--- src/sbcf_map.svh ---
// counts, widths and timing constants of the bank command state machine
`ifndef SBCF_MAP_SVH
`define SBCF_MAP_SVH
`define SBCF_NUM_BANKS              4
`define SBCF_TIMER_W                8
`define SBCF_CLK_PERIOD_NS          8
`define SBCF_PRECHARGE_TIME_NS      24
`define SBCF_ACT_TO_ACCESS_TIME_NS  24
`define SBCF_REFRESH_CYCLE_TIME_NS  80
`define SBCF_MODE_LOAD_DELAY_NS     16
`define SBCF_SR_EXIT_TIME_NS        120
`define SBCF_WRITE_RECOVERY_NS      16
`define SBCF_CYC(ns) (((ns) + `SBCF_CLK_PERIOD_NS - 1) / `SBCF_CLK_PERIOD_NS)
`define SBCF_PRECHARGE_CYC     `SBCF_CYC(`SBCF_PRECHARGE_TIME_NS)
`define SBCF_ACT_TO_ACCESS_CYC `SBCF_CYC(`SBCF_ACT_TO_ACCESS_TIME_NS)
`define SBCF_REFRESH_CYC       `SBCF_CYC(`SBCF_REFRESH_CYCLE_TIME_NS)
`define SBCF_MODE_LOAD_CYC     `SBCF_CYC(`SBCF_MODE_LOAD_DELAY_NS)
`define SBCF_SR_EXIT_CYC       `SBCF_CYC(`SBCF_SR_EXIT_TIME_NS)
`define SBCF_WRITE_RECOVERY_CYC `SBCF_CYC(`SBCF_WRITE_RECOVERY_NS)
`define SBCF_CAS_PIPE_DEPTH    3
`endif

--- src/sbcf_pkg.sv ---
// types shared by the bank command state machine
package sbcf_pkg;
    typedef enum logic [3:0] {
        CMD_INHIBIT, CMD_NOP, CMD_ACTIVE, CMD_READ, CMD_WRITE, CMD_BTERM,
        CMD_PRECHARGE, CMD_REFRESH, CMD_LOAD_MODE
    } sbcf_cmd_t;
    typedef enum logic [2:0] {
        BS_IDLE, BS_ACTIVATING, BS_ROW_ACTIVE, BS_READ, BS_WRITE,
        BS_READ_AP, BS_WRITE_AP, BS_PRECHARGING
    } sbcf_bank_state_t;
    typedef enum logic [1:0] {
        GS_NORMAL, GS_REFRESHING, GS_MODE_ACCESS, GS_SR_EXIT_WAIT
    } sbcf_glob_state_t;
    typedef struct packed {
        logic       cke;
        logic       cs_b;
        logic       ras_b;
        logic       cas_b;
        logic       we_b;
        logic [1:0] ba;
        logic       a10;
    } sbcf_cmd_bus_t;
    typedef struct packed {
        logic all_idle;
        logic refreshing;
        logic mode_access;
        logic sr_exit_wait;
        logic decode_en;
    } sbcf_status_t;
endpackage : sbcf_pkg

--- src/sbcf_timer.sv ---
// down counter timing one bank or shared interval
`timescale 1ns/1ns
`default_nettype none
`include "sbcf_map.svh"
module sbcf_timer (
    input  wire logic                     ref_clk,
    input  wire logic                     rst_b,
    input  wire logic                     load,
    input  wire logic [`SBCF_TIMER_W-1:0] load_val,
    output logic                          expire
);
    logic [`SBCF_TIMER_W-1:0] count_reg;

    always_ff @(posedge ref_clk or negedge rst_b) begin
        if (!rst_b) begin
            count_reg <= '0;
        end else if (load) begin
            count_reg <= load_val;
        end else if (count_reg != '0) begin
            count_reg <= count_reg - 1'b1;
        end
    end

    // high in the last cycle of the interval; the owner moves on at the next edge
    assign expire = (count_reg == `SBCF_TIMER_W'(1)) && !load;
endmodule : sbcf_timer
`default_nettype wire

--- src/sbcf_bank.sv ---
// state machine of one bank with its own interval timer
`timescale 1ns/1ns
`default_nettype none
`include "sbcf_map.svh"
module sbcf_bank (
    input  wire logic              ref_clk,
    input  wire logic              rst_b,
    input  wire logic              decode_en,
    input  wire sbcf_pkg::sbcf_cmd_t cmd,
    input  wire logic              hit,
    input  wire logic              auto_pre,
    input  wire logic              pre_all,
    input  wire logic              other_burst,
    input  wire logic              burst_done,
    output sbcf_pkg::sbcf_bank_state_t state,
    output logic                   illegal
);
    sbcf_pkg::sbcf_bank_state_t state_reg, state_next;
    logic                       ap_pre_reg, ap_start;
    logic                       load, t_done, exec_hit, rw_hit, pre_cmd;
    logic [`SBCF_TIMER_W-1:0]   load_val;

    sbcf_timer u_timer (              // private timer per bank
        .ref_clk  (ref_clk),
        .rst_b    (rst_b),
        .load     (load),
        .load_val (load_val),
        .expire   (t_done)
    );

    always_comb begin
        pre_cmd  = decode_en && (cmd == sbcf_pkg::CMD_PRECHARGE) && (hit || pre_all);
        rw_hit   = decode_en && hit && (cmd == sbcf_pkg::CMD_READ || cmd == sbcf_pkg::CMD_WRITE);
        exec_hit = decode_en && hit && (cmd inside {sbcf_pkg::CMD_ACTIVE, sbcf_pkg::CMD_READ,
                   sbcf_pkg::CMD_WRITE, sbcf_pkg::CMD_BTERM, sbcf_pkg::CMD_PRECHARGE});
        state_next = state_reg;
        load       = 1'b0;
        load_val   = `SBCF_TIMER_W'(`SBCF_PRECHARGE_CYC);
        illegal    = 1'b0;
        ap_start   = 1'b0;
        unique case (state_reg)
            sbcf_pkg::BS_IDLE: begin
                if (decode_en && hit && cmd == sbcf_pkg::CMD_ACTIVE) begin
                    state_next = sbcf_pkg::BS_ACTIVATING;
                    load       = 1'b1;
                    load_val   = `SBCF_TIMER_W'(`SBCF_ACT_TO_ACCESS_CYC);
                end else if (pre_cmd && pre_all) begin
                    state_next = sbcf_pkg::BS_PRECHARGING;
                    load       = 1'b1;
                end else if (exec_hit && cmd != sbcf_pkg::CMD_PRECHARGE) begin
                    illegal = 1'b1;
                end
                // a single-bank precharge here leaves the bank alone
            end
            sbcf_pkg::BS_ACTIVATING, sbcf_pkg::BS_PRECHARGING: begin
                illegal = exec_hit || pre_cmd;
                if (t_done) begin
                    state_next = (state_reg == sbcf_pkg::BS_ACTIVATING) ?
                                 sbcf_pkg::BS_ROW_ACTIVE : sbcf_pkg::BS_IDLE;
                end
            end
            sbcf_pkg::BS_ROW_ACTIVE, sbcf_pkg::BS_READ, sbcf_pkg::BS_WRITE: begin
                if (rw_hit) begin
                    state_next = (cmd == sbcf_pkg::CMD_READ) ?
                        (auto_pre ? sbcf_pkg::BS_READ_AP  : sbcf_pkg::BS_READ) :
                        (auto_pre ? sbcf_pkg::BS_WRITE_AP : sbcf_pkg::BS_WRITE);
                end else if (pre_cmd) begin
                    state_next = sbcf_pkg::BS_PRECHARGING;
                    load       = 1'b1;
                end else if (state_reg == sbcf_pkg::BS_ROW_ACTIVE) begin
                    illegal = exec_hit;
                end else if (decode_en && hit && cmd == sbcf_pkg::CMD_BTERM) begin
                    state_next = sbcf_pkg::BS_ROW_ACTIVE;
                end else if (exec_hit) begin
                    illegal = 1'b1;
                end else if (other_burst || burst_done) begin
                    state_next = sbcf_pkg::BS_ROW_ACTIVE;
                end
            end
            sbcf_pkg::BS_READ_AP, sbcf_pkg::BS_WRITE_AP: begin
                illegal = exec_hit || pre_cmd;
                if (!ap_pre_reg && (other_burst || burst_done)) begin
                    ap_start = 1'b1;
                    load     = 1'b1;
                    // a write must also cover write recovery before precharge
                    load_val = (state_reg == sbcf_pkg::BS_WRITE_AP) ?
                        `SBCF_TIMER_W'(`SBCF_WRITE_RECOVERY_CYC + `SBCF_PRECHARGE_CYC) :
                        `SBCF_TIMER_W'(`SBCF_PRECHARGE_CYC);
                end else if (ap_pre_reg && t_done) begin
                    state_next = sbcf_pkg::BS_IDLE;
                end
            end
        endcase
    end

    always_ff @(posedge ref_clk or negedge rst_b) begin
        if (!rst_b) begin
            state_reg <= sbcf_pkg::BS_IDLE;
        end else begin
            state_reg <= state_next;
        end
    end

    always_ff @(posedge ref_clk or negedge rst_b) begin
        if (!rst_b) begin
            ap_pre_reg <= 1'b0;
        end else if (ap_start) begin
            ap_pre_reg <= 1'b1;
        end else if (state_next == sbcf_pkg::BS_IDLE) begin
            ap_pre_reg <= 1'b0;
        end
    end

    assign state = state_reg;
endmodule : sbcf_bank
`default_nettype wire

--- src/sbcf_top.sv ---
// four-bank command decoder with per-bank and shared state machines
`timescale 1ns/1ns
`default_nettype none
`include "sbcf_map.svh"
module sbcf_top (
    input  wire logic                   ref_clk,
    input  wire logic                   rst_b,
    input  wire sbcf_pkg::sbcf_cmd_bus_t cmd_in,
    input  wire logic [`SBCF_NUM_BANKS-1:0] burst_done,
    input  wire logic                   sr_exit,
    input  wire logic [1:0]             cas_latency,
    output sbcf_pkg::sbcf_bank_state_t [`SBCF_NUM_BANKS-1:0] bank_state,
    output sbcf_pkg::sbcf_status_t      status,
    output logic                        illegal_cmd,
    output logic                        burst_stop,
    output logic                        deep_pd_entry,
    output logic [1:0]                  dq_owner,
    output logic                        dq_takeover
);
    sbcf_pkg::sbcf_cmd_t          cmd;
    sbcf_pkg::sbcf_glob_state_t   glob_reg, glob_next;
    logic                         cke_prev_reg, decode_en, bank_en, all_idle;
    logic                         glob_load, glob_done, glob_illegal, dpd_pattern;
    logic [`SBCF_TIMER_W-1:0]     glob_val;
    logic [`SBCF_NUM_BANKS-1:0]   idle_vec, bank_illegal, bursting;
    logic                         illegal_reg, burst_stop_reg, deep_pd_reg;
    logic [`SBCF_CAS_PIPE_DEPTH-1:0]      rd_pipe_valid_reg;
    logic [`SBCF_CAS_PIPE_DEPTH-1:0][1:0] rd_pipe_bank_reg;
    logic [1:0]                   dq_owner_reg, cl_idx;
    logic                         dq_takeover_reg, rd_accept;

    // inhibit first, then the three-line pattern
    always_comb begin
        cmd         = sbcf_pkg::CMD_INHIBIT;
        dpd_pattern = 1'b0;
        if (!cmd_in.cs_b) begin
            unique case ({cmd_in.ras_b, cmd_in.cas_b, cmd_in.we_b})
                3'h7: cmd = sbcf_pkg::CMD_NOP;
                3'h3: cmd = sbcf_pkg::CMD_ACTIVE;
                3'h5: cmd = sbcf_pkg::CMD_READ;
                3'h4: cmd = sbcf_pkg::CMD_WRITE;
                3'h6: begin
                    cmd         = sbcf_pkg::CMD_BTERM;
                    dpd_pattern = 1'b1;
                end
                3'h2: cmd = sbcf_pkg::CMD_PRECHARGE;
                3'h1: cmd = sbcf_pkg::CMD_REFRESH;
                3'h0: cmd = sbcf_pkg::CMD_LOAD_MODE;
            endcase
        end
    end

    always_ff @(posedge ref_clk or negedge rst_b) begin
        if (!rst_b) begin
            cke_prev_reg <= 1'b0;
        end else begin
            cke_prev_reg <= cmd_in.cke;
        end
    end

    // commands count only with clock enable high on both edges
    assign decode_en = cke_prev_reg && cmd_in.cke && (glob_reg != sbcf_pkg::GS_SR_EXIT_WAIT);
    assign bank_en   = decode_en && (glob_reg == sbcf_pkg::GS_NORMAL) &&
                       (cmd != sbcf_pkg::CMD_REFRESH) && (cmd != sbcf_pkg::CMD_LOAD_MODE);
    assign rd_accept = bank_en && (cmd == sbcf_pkg::CMD_READ) && !bank_illegal[cmd_in.ba];

    // banks are independent, so an idle or busy one never blocks another
    for (genvar i = 0; i < `SBCF_NUM_BANKS; i++) begin : g_bank
        sbcf_bank u_bank (
            .ref_clk     (ref_clk),
            .rst_b       (rst_b),
            .decode_en   (bank_en),
            .cmd         (cmd),
            .hit         (cmd_in.ba == 2'(i)),
            .auto_pre    (cmd_in.a10),
            .pre_all     (cmd_in.a10),
            .other_burst (bank_en && (cmd_in.ba != 2'(i)) &&
                          (cmd == sbcf_pkg::CMD_READ || cmd == sbcf_pkg::CMD_WRITE)),
            .burst_done  (burst_done[i]),
            .state       (bank_state[i]),
            .illegal     (bank_illegal[i])
        );
        assign idle_vec[i] = (bank_state[i] == sbcf_pkg::BS_IDLE);
        assign bursting[i] = (bank_state[i] == sbcf_pkg::BS_READ) ||
                             (bank_state[i] == sbcf_pkg::BS_WRITE);
    end

    assign all_idle = &idle_vec;

    sbcf_timer u_glob_timer (         // one timer shared by refresh, mode load, exit
        .ref_clk  (ref_clk),
        .rst_b    (rst_b),
        .load     (glob_load),
        .load_val (glob_val),
        .expire   (glob_done)
    );

    always_comb begin
        glob_next    = glob_reg;
        glob_load    = 1'b0;
        glob_val     = `SBCF_TIMER_W'(`SBCF_REFRESH_CYC);
        glob_illegal = 1'b0;
        unique case (glob_reg)
            sbcf_pkg::GS_NORMAL: begin
                if (sr_exit) begin
                    glob_next = sbcf_pkg::GS_SR_EXIT_WAIT;
                    glob_load = 1'b1;
                    glob_val  = `SBCF_TIMER_W'(`SBCF_SR_EXIT_CYC);
                end else if (decode_en && (cmd == sbcf_pkg::CMD_REFRESH ||
                                           cmd == sbcf_pkg::CMD_LOAD_MODE)) begin
                    if (!all_idle) begin
                        glob_illegal = 1'b1;
                    end else if (cmd == sbcf_pkg::CMD_REFRESH) begin
                        glob_next = sbcf_pkg::GS_REFRESHING;
                        glob_load = 1'b1;
                    end else begin
                        glob_next = sbcf_pkg::GS_MODE_ACCESS;
                        glob_load = 1'b1;
                        glob_val  = `SBCF_TIMER_W'(`SBCF_MODE_LOAD_CYC);
                    end
                end
            end
            sbcf_pkg::GS_REFRESHING, sbcf_pkg::GS_MODE_ACCESS: begin
                // executable commands here are dropped and reported
                glob_illegal = decode_en && (cmd != sbcf_pkg::CMD_NOP) &&
                               (cmd != sbcf_pkg::CMD_INHIBIT);
                if (glob_done) begin
                    glob_next = sbcf_pkg::GS_NORMAL;
                end
            end
            sbcf_pkg::GS_SR_EXIT_WAIT: begin
                if (glob_done) begin
                    glob_next = sbcf_pkg::GS_NORMAL;
                end
            end
        endcase
    end

    always_ff @(posedge ref_clk or negedge rst_b) begin
        if (!rst_b) begin
            glob_reg <= sbcf_pkg::GS_NORMAL;
        end else begin
            glob_reg <= glob_next;
        end
    end

    always_ff @(posedge ref_clk or negedge rst_b) begin
        if (!rst_b) begin
            illegal_reg <= 1'b0;
        end else begin
            illegal_reg <= (|bank_illegal) || glob_illegal;
        end
    end

    // terminate acts only on the bank that is bursting
    always_ff @(posedge ref_clk or negedge rst_b) begin
        if (!rst_b) begin
            burst_stop_reg <= 1'b0;
        end else begin
            burst_stop_reg <= bank_en && (cmd == sbcf_pkg::CMD_BTERM) && bursting[cmd_in.ba];
        end
    end

    // same pattern with clock enable falling enters deep power-down
    always_ff @(posedge ref_clk or negedge rst_b) begin
        if (!rst_b) begin
            deep_pd_reg <= 1'b0;
        end else begin
            deep_pd_reg <= cke_prev_reg && !cmd_in.cke && dpd_pattern && all_idle &&
                           (glob_reg == sbcf_pkg::GS_NORMAL);
        end
    end

    // read pipeline hands the data bus over after the CAS latency
    always_ff @(posedge ref_clk or negedge rst_b) begin
        if (!rst_b) begin
            rd_pipe_valid_reg <= '0;
            rd_pipe_bank_reg  <= '0;
        end else begin
            rd_pipe_valid_reg <= {rd_pipe_valid_reg[`SBCF_CAS_PIPE_DEPTH-2:0], rd_accept};
            rd_pipe_bank_reg  <= {rd_pipe_bank_reg[`SBCF_CAS_PIPE_DEPTH-2:0], cmd_in.ba};
        end
    end

    // latency zero is not a legal setting and is treated as one
    assign cl_idx = (cas_latency == 2'h0) ? 2'h0 : cas_latency - 2'h1;

    always_ff @(posedge ref_clk or negedge rst_b) begin
        if (!rst_b) begin
            dq_owner_reg    <= 2'h0;
            dq_takeover_reg <= 1'b0;
        end else begin
            dq_takeover_reg <= rd_pipe_valid_reg[cl_idx];
            if (rd_pipe_valid_reg[cl_idx]) begin
                dq_owner_reg <= rd_pipe_bank_reg[cl_idx];
            end
        end
    end

    assign status = '{all_idle:     all_idle,
                      refreshing:   (glob_reg == sbcf_pkg::GS_REFRESHING),
                      mode_access:  (glob_reg == sbcf_pkg::GS_MODE_ACCESS),
                      sr_exit_wait: (glob_reg == sbcf_pkg::GS_SR_EXIT_WAIT),
                      decode_en:    decode_en};
    assign illegal_cmd   = illegal_reg;
    assign burst_stop    = burst_stop_reg;
    assign deep_pd_entry = deep_pd_reg;
    assign dq_owner      = dq_owner_reg;
    assign dq_takeover   = dq_takeover_reg;

    // bank 0 helpers keep the timing checks simple
    logic act0, pre0;
    assign act0 = bank_en && cmd == sbcf_pkg::CMD_ACTIVE && cmd_in.ba == 2'h0 && idle_vec[0];
    assign pre0 = bank_en && cmd == sbcf_pkg::CMD_PRECHARGE && cmd_in.ba == 2'h0 &&
                  !cmd_in.a10 && bank_state[0] == sbcf_pkg::BS_ROW_ACTIVE && !sr_exit;
endmodule : sbcf_top
`default_nettype wire

--- config.mk ---
export PLATFORM = sky130hd
export DESIGN_NAME = sbcf_top
export DESIGN_NICKNAME = d
export VERILOG_FILES = /design/src/sbcf_pkg.sv /design/src/sbcf_timer.sv /design/src/sbcf_bank.sv /design/src/sbcf_top.sv
export VERILOG_INCLUDE_DIRS = /design/src
export SDC_FILE = /design/constraint.sdc
export NUM_CORES = 1
export LEC_CHECK = 0
export ABC_AREA = 1
export BUFFER_PORTS_ARGS = -buffer_cell sky130_fd_sc_hd__buf_4
export CORE_MARGIN = 10
export CORE_UTILIZATION = 61
export CTS_CLUSTER_SIZE = 25
export DETAILED_ROUTE_END_ITERATION = 6
export PLACE_DENSITY = 0.9
export SLEW_MARGIN = 15
export SYNTH_ARGS = -nofsm -noshare
export SYNTH_HDL_FRONTEND = slang
export SYNTH_SLANG_ARGS = --single-unit
--- constraint.sdc ---
create_clock -name ref_clk -period 2.7 [get_ports ref_clk]
set_input_delay 0.135 -clock ref_clk [delete_from_list [all_inputs] [get_ports ref_clk]]
set_output_delay 0.135 -clock ref_clk [all_outputs]
set_load 0.01 [all_outputs]
== Word level (Yosys, flattened, before mapping) ==
Cells that the tools add are included.

* Reduce and logical (&&, ||, !) cells: 150
* Eq/ne operators: 64
* Add/sub/neg operators: 6
* Magnitude comparators: 2
* Mux-type cells: 181

{| class="wikitable"
|+ Operators by type and width
! operator !! number
|-
| $mux 3 || 50
|-
| $mux 8 || 18
|-
| $mux 1 || 76
|-
| $logic_and 1x1->1 || 70
|-
| $eq 3x3->1 const B || 20
|-
| $pmux 3 s4 || 4
|-
| $eq 8x1->1 const B || 5
|-
| $reduce_bool 8->1 || 5
|-
| $sub 8x1->8 const B || 5
|-
| $pmux 4 s8 || 1
|-
| $eq 3x2->1 const B || 10
|-
| $logic_not 3->1 || 9
|-
| $mux 2 || 12
|-
| $mux 4 || 6
|-
| $pmux 1 s3 || 8
|-
| $reduce_bool 2->1 || 10
|-
| $reduce_or 4->1 || 5
|-
| $logic_or 1x1->1 || 19
|-
| $reduce_or 2->1 || 9
|-
| $eq 4x3->1 const B || 4
|-
| $eq 3x1->1 const B || 5
|-
| $reduce_or 3->1 || 5
|-
| $logic_not 1->1 || 11
|-
| $eq 2x2->1 const B || 4
|-
| 20 further kinds || 32
|}

* Input bits: 17
* Logic and storage cells: 427
* Output and inout bits: 23
* Register bits: 74

== Logic depth before layout (Yosys ltp) ==
* Word-level depth: 21
* Gate-level depth with buffers: 17
* Mapped depth without buffers: 17

== Cells and area by module ==
A second synthesis with hierarchy kept.

* Cell total of the unflattened synthesis: 973
* Area, all modules: 6427.4 µm²

{| class="wikitable"
|+ By module, submodules not included
! module !! cells each !! instances !! area each (µm²) !! seq. area each (µm²)
|-
| sbcf_timer || 80 || 5 || 585.6 || 200.2
|-
| sbcf_bank (g_bank[0].u_bank ...) || 110 || 3 || 611.8 || 100.1
|-
| sbcf_top || 137 || 1 || 1099.8 || 450.4
|-
| sbcf_bank (g_bank[2].u_bank) || 106 || 1 || 564.3 || 100.1
|}

== Worst setup path after synthesis ==
Ideal clock, no wire load.

* Path type: flip-flop to flip-flop
* Start: register glob_reg[0]
* End: register g_bank[2].u_bank.ap_pre_reg
* Library setup time: 0.119 ns
* Clock period less this slack: 2.108 ns
* Buffers on the path: 2
* Stages on the path, launching flop included: 18
* Data arrival time: 1.988 ns
* Path slack: 0.592 ns
* Required time: 2.581 ns
* Cell sequence: dfrtp_1 > ha_1 > inv_1 > nand4_1 > nor2_4 > buf_6 > buf_8 > nand3_2 > nand2_2 > nand2_1 > nor2_1 > nor2_1 > a21oi_2 > nand3_1 > nor2_1 > nand2_1 > nand2_1 > nand2_1

* Cells in the longest elaborated chain, start to end: 19
* Elaborated cells on any way between the ends: 43
* Classes of those cells: eq/ne: 1; mux: 20; reduce/logical: 22

{| class="wikitable"
|+ Ends and longest elaborated chain
! what !! line !! RTL
|-
| start: declaration || sbcf_top.sv:21 || <nowiki>sbcf_pkg::sbcf_glob_state_t glob_reg, glob_next;</nowiki>
|-
| start signal: assignment || sbcf_top.sv:141 || <nowiki>glob_reg <= sbcf_pkg::GS_NORMAL;</nowiki>
|-
| start signal: assignment || sbcf_top.sv:143 || <nowiki>glob_reg <= glob_next;</nowiki>
|-
| $ne 2x2->1 || sbcf_top.sv:62 || <nowiki>assign decode_en = cke_prev_reg && cmd_in.cke && (glob_reg != sbcf_pkg::GS_SR_EXIT_WAIT);</nowiki>
|-
| $logic_and 1x1->1 || sbcf_top.sv:62 ||
|-
| $logic_and 1x1->1 (*) (2 in series) || sbcf_top.sv:63 || <nowiki>assign bank_en = decode_en && (glob_reg == sbcf_pkg::GS_NORMAL) &&</nowiki>
|-
| $logic_and 1x1->1 (*) || sbcf_top.sv:64 || <nowiki>(cmd != sbcf_pkg::CMD_REFRESH) && (cmd != sbcf_pkg::CMD_LOAD_MODE);</nowiki>
|-
| $logic_and 1x1->1, on equally long branches (2 in series) || sbcf_bank.sv:32, sbcf_top.sv:77 ||
|-
| $logic_and 1x1->1 / $logic_or 1x1->1 (equally long branches) || sbcf_bank.sv:47, sbcf_bank.sv:76, sbcf_bank.sv:82 ||
|-
| $mux 1 / $logic_and 1x1->1 (equally long branches) || sbcf_bank.sv:47, sbcf_bank.sv:82 ||
|-
| $mux 1, on equally long branches || sbcf_bank.sv:43, sbcf_bank.sv:82 ||
|-
| $pmux 1 s3 || sbcf_bank.sv:41 || <nowiki>unique case (state_reg)</nowiki>
|-
| $logic_not 1->1 || sbcf_timer.sv:25 || <nowiki>assign expire = (count_reg == `SBCF_TIMER_W'(1)) && !load;</nowiki>
|-
| $logic_and 1x1->1 || sbcf_timer.sv:25 ||
|-
| $logic_and 1x1->1 || sbcf_bank.sv:89 || <nowiki>end else if (ap_pre_reg && t_done) begin</nowiki>
|-
| $mux 3 || sbcf_bank.sv:89 ||
|-
| $mux 3 || sbcf_bank.sv:82 || <nowiki>if (!ap_pre_reg && (other_burst || burst_done)) begin</nowiki>
|-
| $pmux 3 s4 || sbcf_bank.sv:41 ||
|-
| $logic_not 3->1 || sbcf_bank.sv:109 || <nowiki>end else if (state_next == sbcf_pkg::BS_IDLE) begin</nowiki>
|-
| $reduce_bool 2->1 (no line) || -- ||
|-
| end signal: assignment || sbcf_bank.sv:106 || <nowiki>ap_pre_reg <= 1'b0;</nowiki>
|-
| end signal: assignment || sbcf_bank.sv:108 || <nowiki>ap_pre_reg <= 1'b1;</nowiki>
|-
| end signal: assignment || sbcf_bank.sv:110 || <nowiki>ap_pre_reg <= 1'b0;</nowiki>
|-
| end: declaration || sbcf_bank.sv:19 || <nowiki>logic ap_pre_reg, ap_start;</nowiki>
|}

Mark *: on every way between the ends. The rest lies on a longest branch, timed or not.
A chain may end at the register's enable or synchronous reset.

== Worst setup path after layout ==
* Start: register glob_reg[0]
* End: register g_bank[0].u_bank.u_timer.count_reg[7]

* Cells in the longest elaborated chain, start to end: 12
* Elaborated cells on any way between the ends: 24
* Classes of those cells: eq/ne: 1; mux: 7; reduce/logical: 16

{| class="wikitable"
|+ Ends and longest elaborated chain
! what !! line !! RTL
|-
| $ne 2x2->1 || sbcf_top.sv:62 ||
|-
| $logic_and 1x1->1 || sbcf_top.sv:62 ||
|-
| $logic_and 1x1->1 (*) (2 in series) || sbcf_top.sv:63 ||
|-
| $logic_and 1x1->1 (*) || sbcf_top.sv:64 ||
|-
| $logic_and 1x1->1, on equally long branches (2 in series) || sbcf_bank.sv:32, sbcf_top.sv:77 ||
|-
| $logic_and 1x1->1 / $logic_or 1x1->1 (equally long branches) || sbcf_bank.sv:47, sbcf_bank.sv:82 ||
|-
| $mux 1 / $logic_and 1x1->1 (equally long branches) || sbcf_bank.sv:47, sbcf_bank.sv:82 ||
|-
| $mux 1, on equally long branches || sbcf_bank.sv:43, sbcf_bank.sv:82 ||
|-
| $pmux 1 s3 (*) || sbcf_bank.sv:41 ||
|-
| $mux 8 / $reduce_bool 2->1 (equally long branches) || -- ||
|-
| end signal: assignment || sbcf_timer.sv:18 || <nowiki>count_reg <= load_val;</nowiki>
|-
| end signal: assignment || sbcf_timer.sv:20 || <nowiki>count_reg <= count_reg - 1'b1;</nowiki>
|-
| end: declaration || sbcf_timer.sv:12 || <nowiki>logic [`SBCF_TIMER_W-1:0] count_reg;</nowiki>
|}

Marked as above.

==> results.toml <==
[status]
status = "complete, no violations"

[pwr]
ir_worst_vdd_mv = 0.466
powerDensity_nw_per_um2 = 848
power_uw = 4830
p_leak_uw = 0.00291

[cts]
cts_buffer_depth = 2
cts_sinks = 74
clk_pin_slew_ns = 0.09
insertion_delay_ns = 0.37
cts_root_buf = "clkbuf_8"
cts_tree = "done"
cts_max_level = 3
cts_buffers = 9

[synthesis]
avgSynthCellArea_um2 = 7.02
ys_warn_count = 0
ys_types = 38
synth_top_area_share_pct = 37.1
synth_nets = 743
syn_area_um2 = 4990
seq_area_frac_synth_pct = 37.1
yosys_register_bits = 74
synth_area_leader_cell = "dfrtp_1"
synth.area.top_cells = "dfrtp_1, nand2_1, nor2_1"
synthCells = 711

[die]
die_area_um2 = 12200
initial_core_util_pct = 63.6
core_um2 = 7850
row_count = 32
die_h_um = 110
ios = 40
dieWidth_um = 110

[grt]
antenna_found_initial = 0
grt_pass1_wl_mm = 21.4
grt_max_degree = 75
grt_pass1_vias = 4757
grtUsageTotal_pct = 19.9
grt_overflow = 0

[placement]
gp_congestion = 0.974
numPortBuffers = 39
dp_hpwl_mm = 9.54

[finish]
final_common_cell = "nand2_1"
largest_reg_flops = 32
final_cell_mix = "nand2_1, nor2_1, inv_1"
syn_to_final_growth_pct = 14.1
diodes = 0
layout-drive-gt1-share_pct = 13.8
final_nets = 801

[timing]
slew_violations = 0
slew_headroom_pct = 38.0
min_period_ns = 2.53
worstMarginPinSlew_ns = 0.930
setup_tns_ns = 0
period_share_pct = 93.7
max_freq_ghz = 0.395
clock_skew_ns = 0.0108
setup_viol_count_final = 0
hold_violations = 0

[routing]
drc = 0
vias = 5095
drtIter0Drc = 497
postRouteAntennaNets = 0
wl_per_cell_um = 14.7
avgViaCountPerCell = 5.82
drt_wl_total_mm = 12.9
firstDrtPassIters = 6

[worst_hold_path]
hp-class = "in -> reg"
worstHoldEndpoint = "dq_owner[1]"
min_path_cells = 3
hp-start = "cas_latency[1]"

[critical_path]
crit_arrival_ns = 2.81
crit_start = "glob_reg[0]"
rr_worst_depth = 15
rrSetupSlack_ns = 0.17
r2r_end = "g_bank[0].u_bank.u_timer.count_reg[7]"
critPathMaxFanout = 9
crit_slowest_cell = "dfrtp_1"
cpMostUsedCell = "nand2_1"
critPathLaunchType = "flop"
path_class = "reg -> reg"
worst-endpoint-required_ns = 2.98
regToRegStartpoint = "glob_reg[0]"
critPathCaptureType = "flop"
cpPeakStageDelay_ns = 0.41
path_cells = "ha_1 -> inv_1 -> nand4_1 -> nor2_4 -> buf_4 -> buf_4 -> nand2_1 -> nand2_1 -> nand3_1 -> nand3_2 -> or2_2 -> nand2_1 -> nor2_1 -> o21ai_1 -> a21oi_1"

[job]
max_cap_violations = 0
cell type report:
| cell class | instances | area, um^2 |
|---|---|---|
| Clock buffer | 9 | 124 |
| Clock inverter | 7 | 83.8 |
| Fill cell | 654 | 2160 |
| Inverter | 101 | 379 |
| Multi-Input combinational cell | 530 | 2720 |
| Sequential cell | 74 | 1850 |
| Tap cell | 102 | 128 |
| Timing Repair Buffer | 53 | 408 |
critical path, delay by kind of cell, from the launching register on:
family / cells / cell delay [ns]
and+or+nand+nor: 9 / 1.24
AOI/OAI and AO/OA: 2 / 0.21
adders and majority gates: 1 / 0.23
DFF: 1 / 0.41
buffers and inverters: 3 / 0.36
cell families after synthesis:
kind of cell / synth area share, %
xor+xnor: 3.16
simple gates: 35.0
compound gates: 12.3
flops: 37.1
fa+ha+maj: 3.76
buf+inv: 8.63
synth_stat cells:
cell type	n
nand2_1	166
nor2_1	96
inv_1	89
dfrtp_1	74
nand3_1	69
o21ai_0	44
a21oi_1	33
ha_1	15
nor3_1	13
inv_2	12
nand4_1	12
xnor2_1	9
xor2_1	9
nand3_2	8
nor2_4	7
a31oi_1	5
nor4_1	5
o211ai_1	5
o21ai_1	5
o22ai_1	4
a41oi_1	3
nor3_2	3
or2_2	3
a211oi_1	2
buf_2	2
buf_4	2
nand2_2	2
nor3b_1	2
o2111ai_1	2
o31ai_1	2
a21boi_2	1
a21oi_2	1
a311oi_1	1
buf_6	1
buf_8	1
nor2_2	1
o21a_1	1
or2_1	1
power by group:
part           leakage [uW]  switching [uW]  total [uW]  internal (uW)
Clock              0.000103             481         925            444
Sequential         0.000917             343        1820           1480
Combinational       0.00189            1270        2080            813
what timing repair did:
action	in CTS	in global routing
setup endpoints to repair	0	11
buffers inserted	0	8
hold endpoints to repair	78	0
gates resized for setup	0	4
hold buffers	4	0
per-stage QoR:
stage               utilization, %  hold slack [ns]  setup slack [ns]  cell area (um^2)  instances
floorplan                        -           -0.161             0.592              4990        711
global placement              68.5            0.281             0.321              5370        848
detailed placement            68.5            0.286             0.152              5370        848
CTS                           71.6           0.0790             0.140              5620        868
global route                  72.5            0.106           -0.0313              5690        876
finish                        72.5           0.0862             0.171              5690        876
metal layers:
metal  global-route usage (%)  part of all wire [%]  up-vias
li1                         -                     -     2451
met1                     24.5                    41     2387
met2                     33.3                    49      221
met3                     3.94                   6.9       36
met4                     8.20                   2.5        0
met5                        0                     0        -
worst max path at each step:
stage | end | slack, ns | cells after the start
6_report | g_bank[0].u_bank.u_timer.count_reg[7] | 0.17 | 15
3_5_place_dp | g_bank[3].u_bank.ap_pre_reg | 0.15 | 15
2_1_floorplan | g_bank[2].u_bank.ap_pre_reg | 0.59 | 17
4_1_cts | g_bank[3].u_bank.ap_pre_reg | 0.14 | 15
5_1_grt | g_bank[3].u_bank.ap_pre_reg | -0.03 | 16
3_3_place_gp | g_bank[2].u_bank.ap_pre_reg | 0.32 | 15
(Power assumes the default switching activity.)
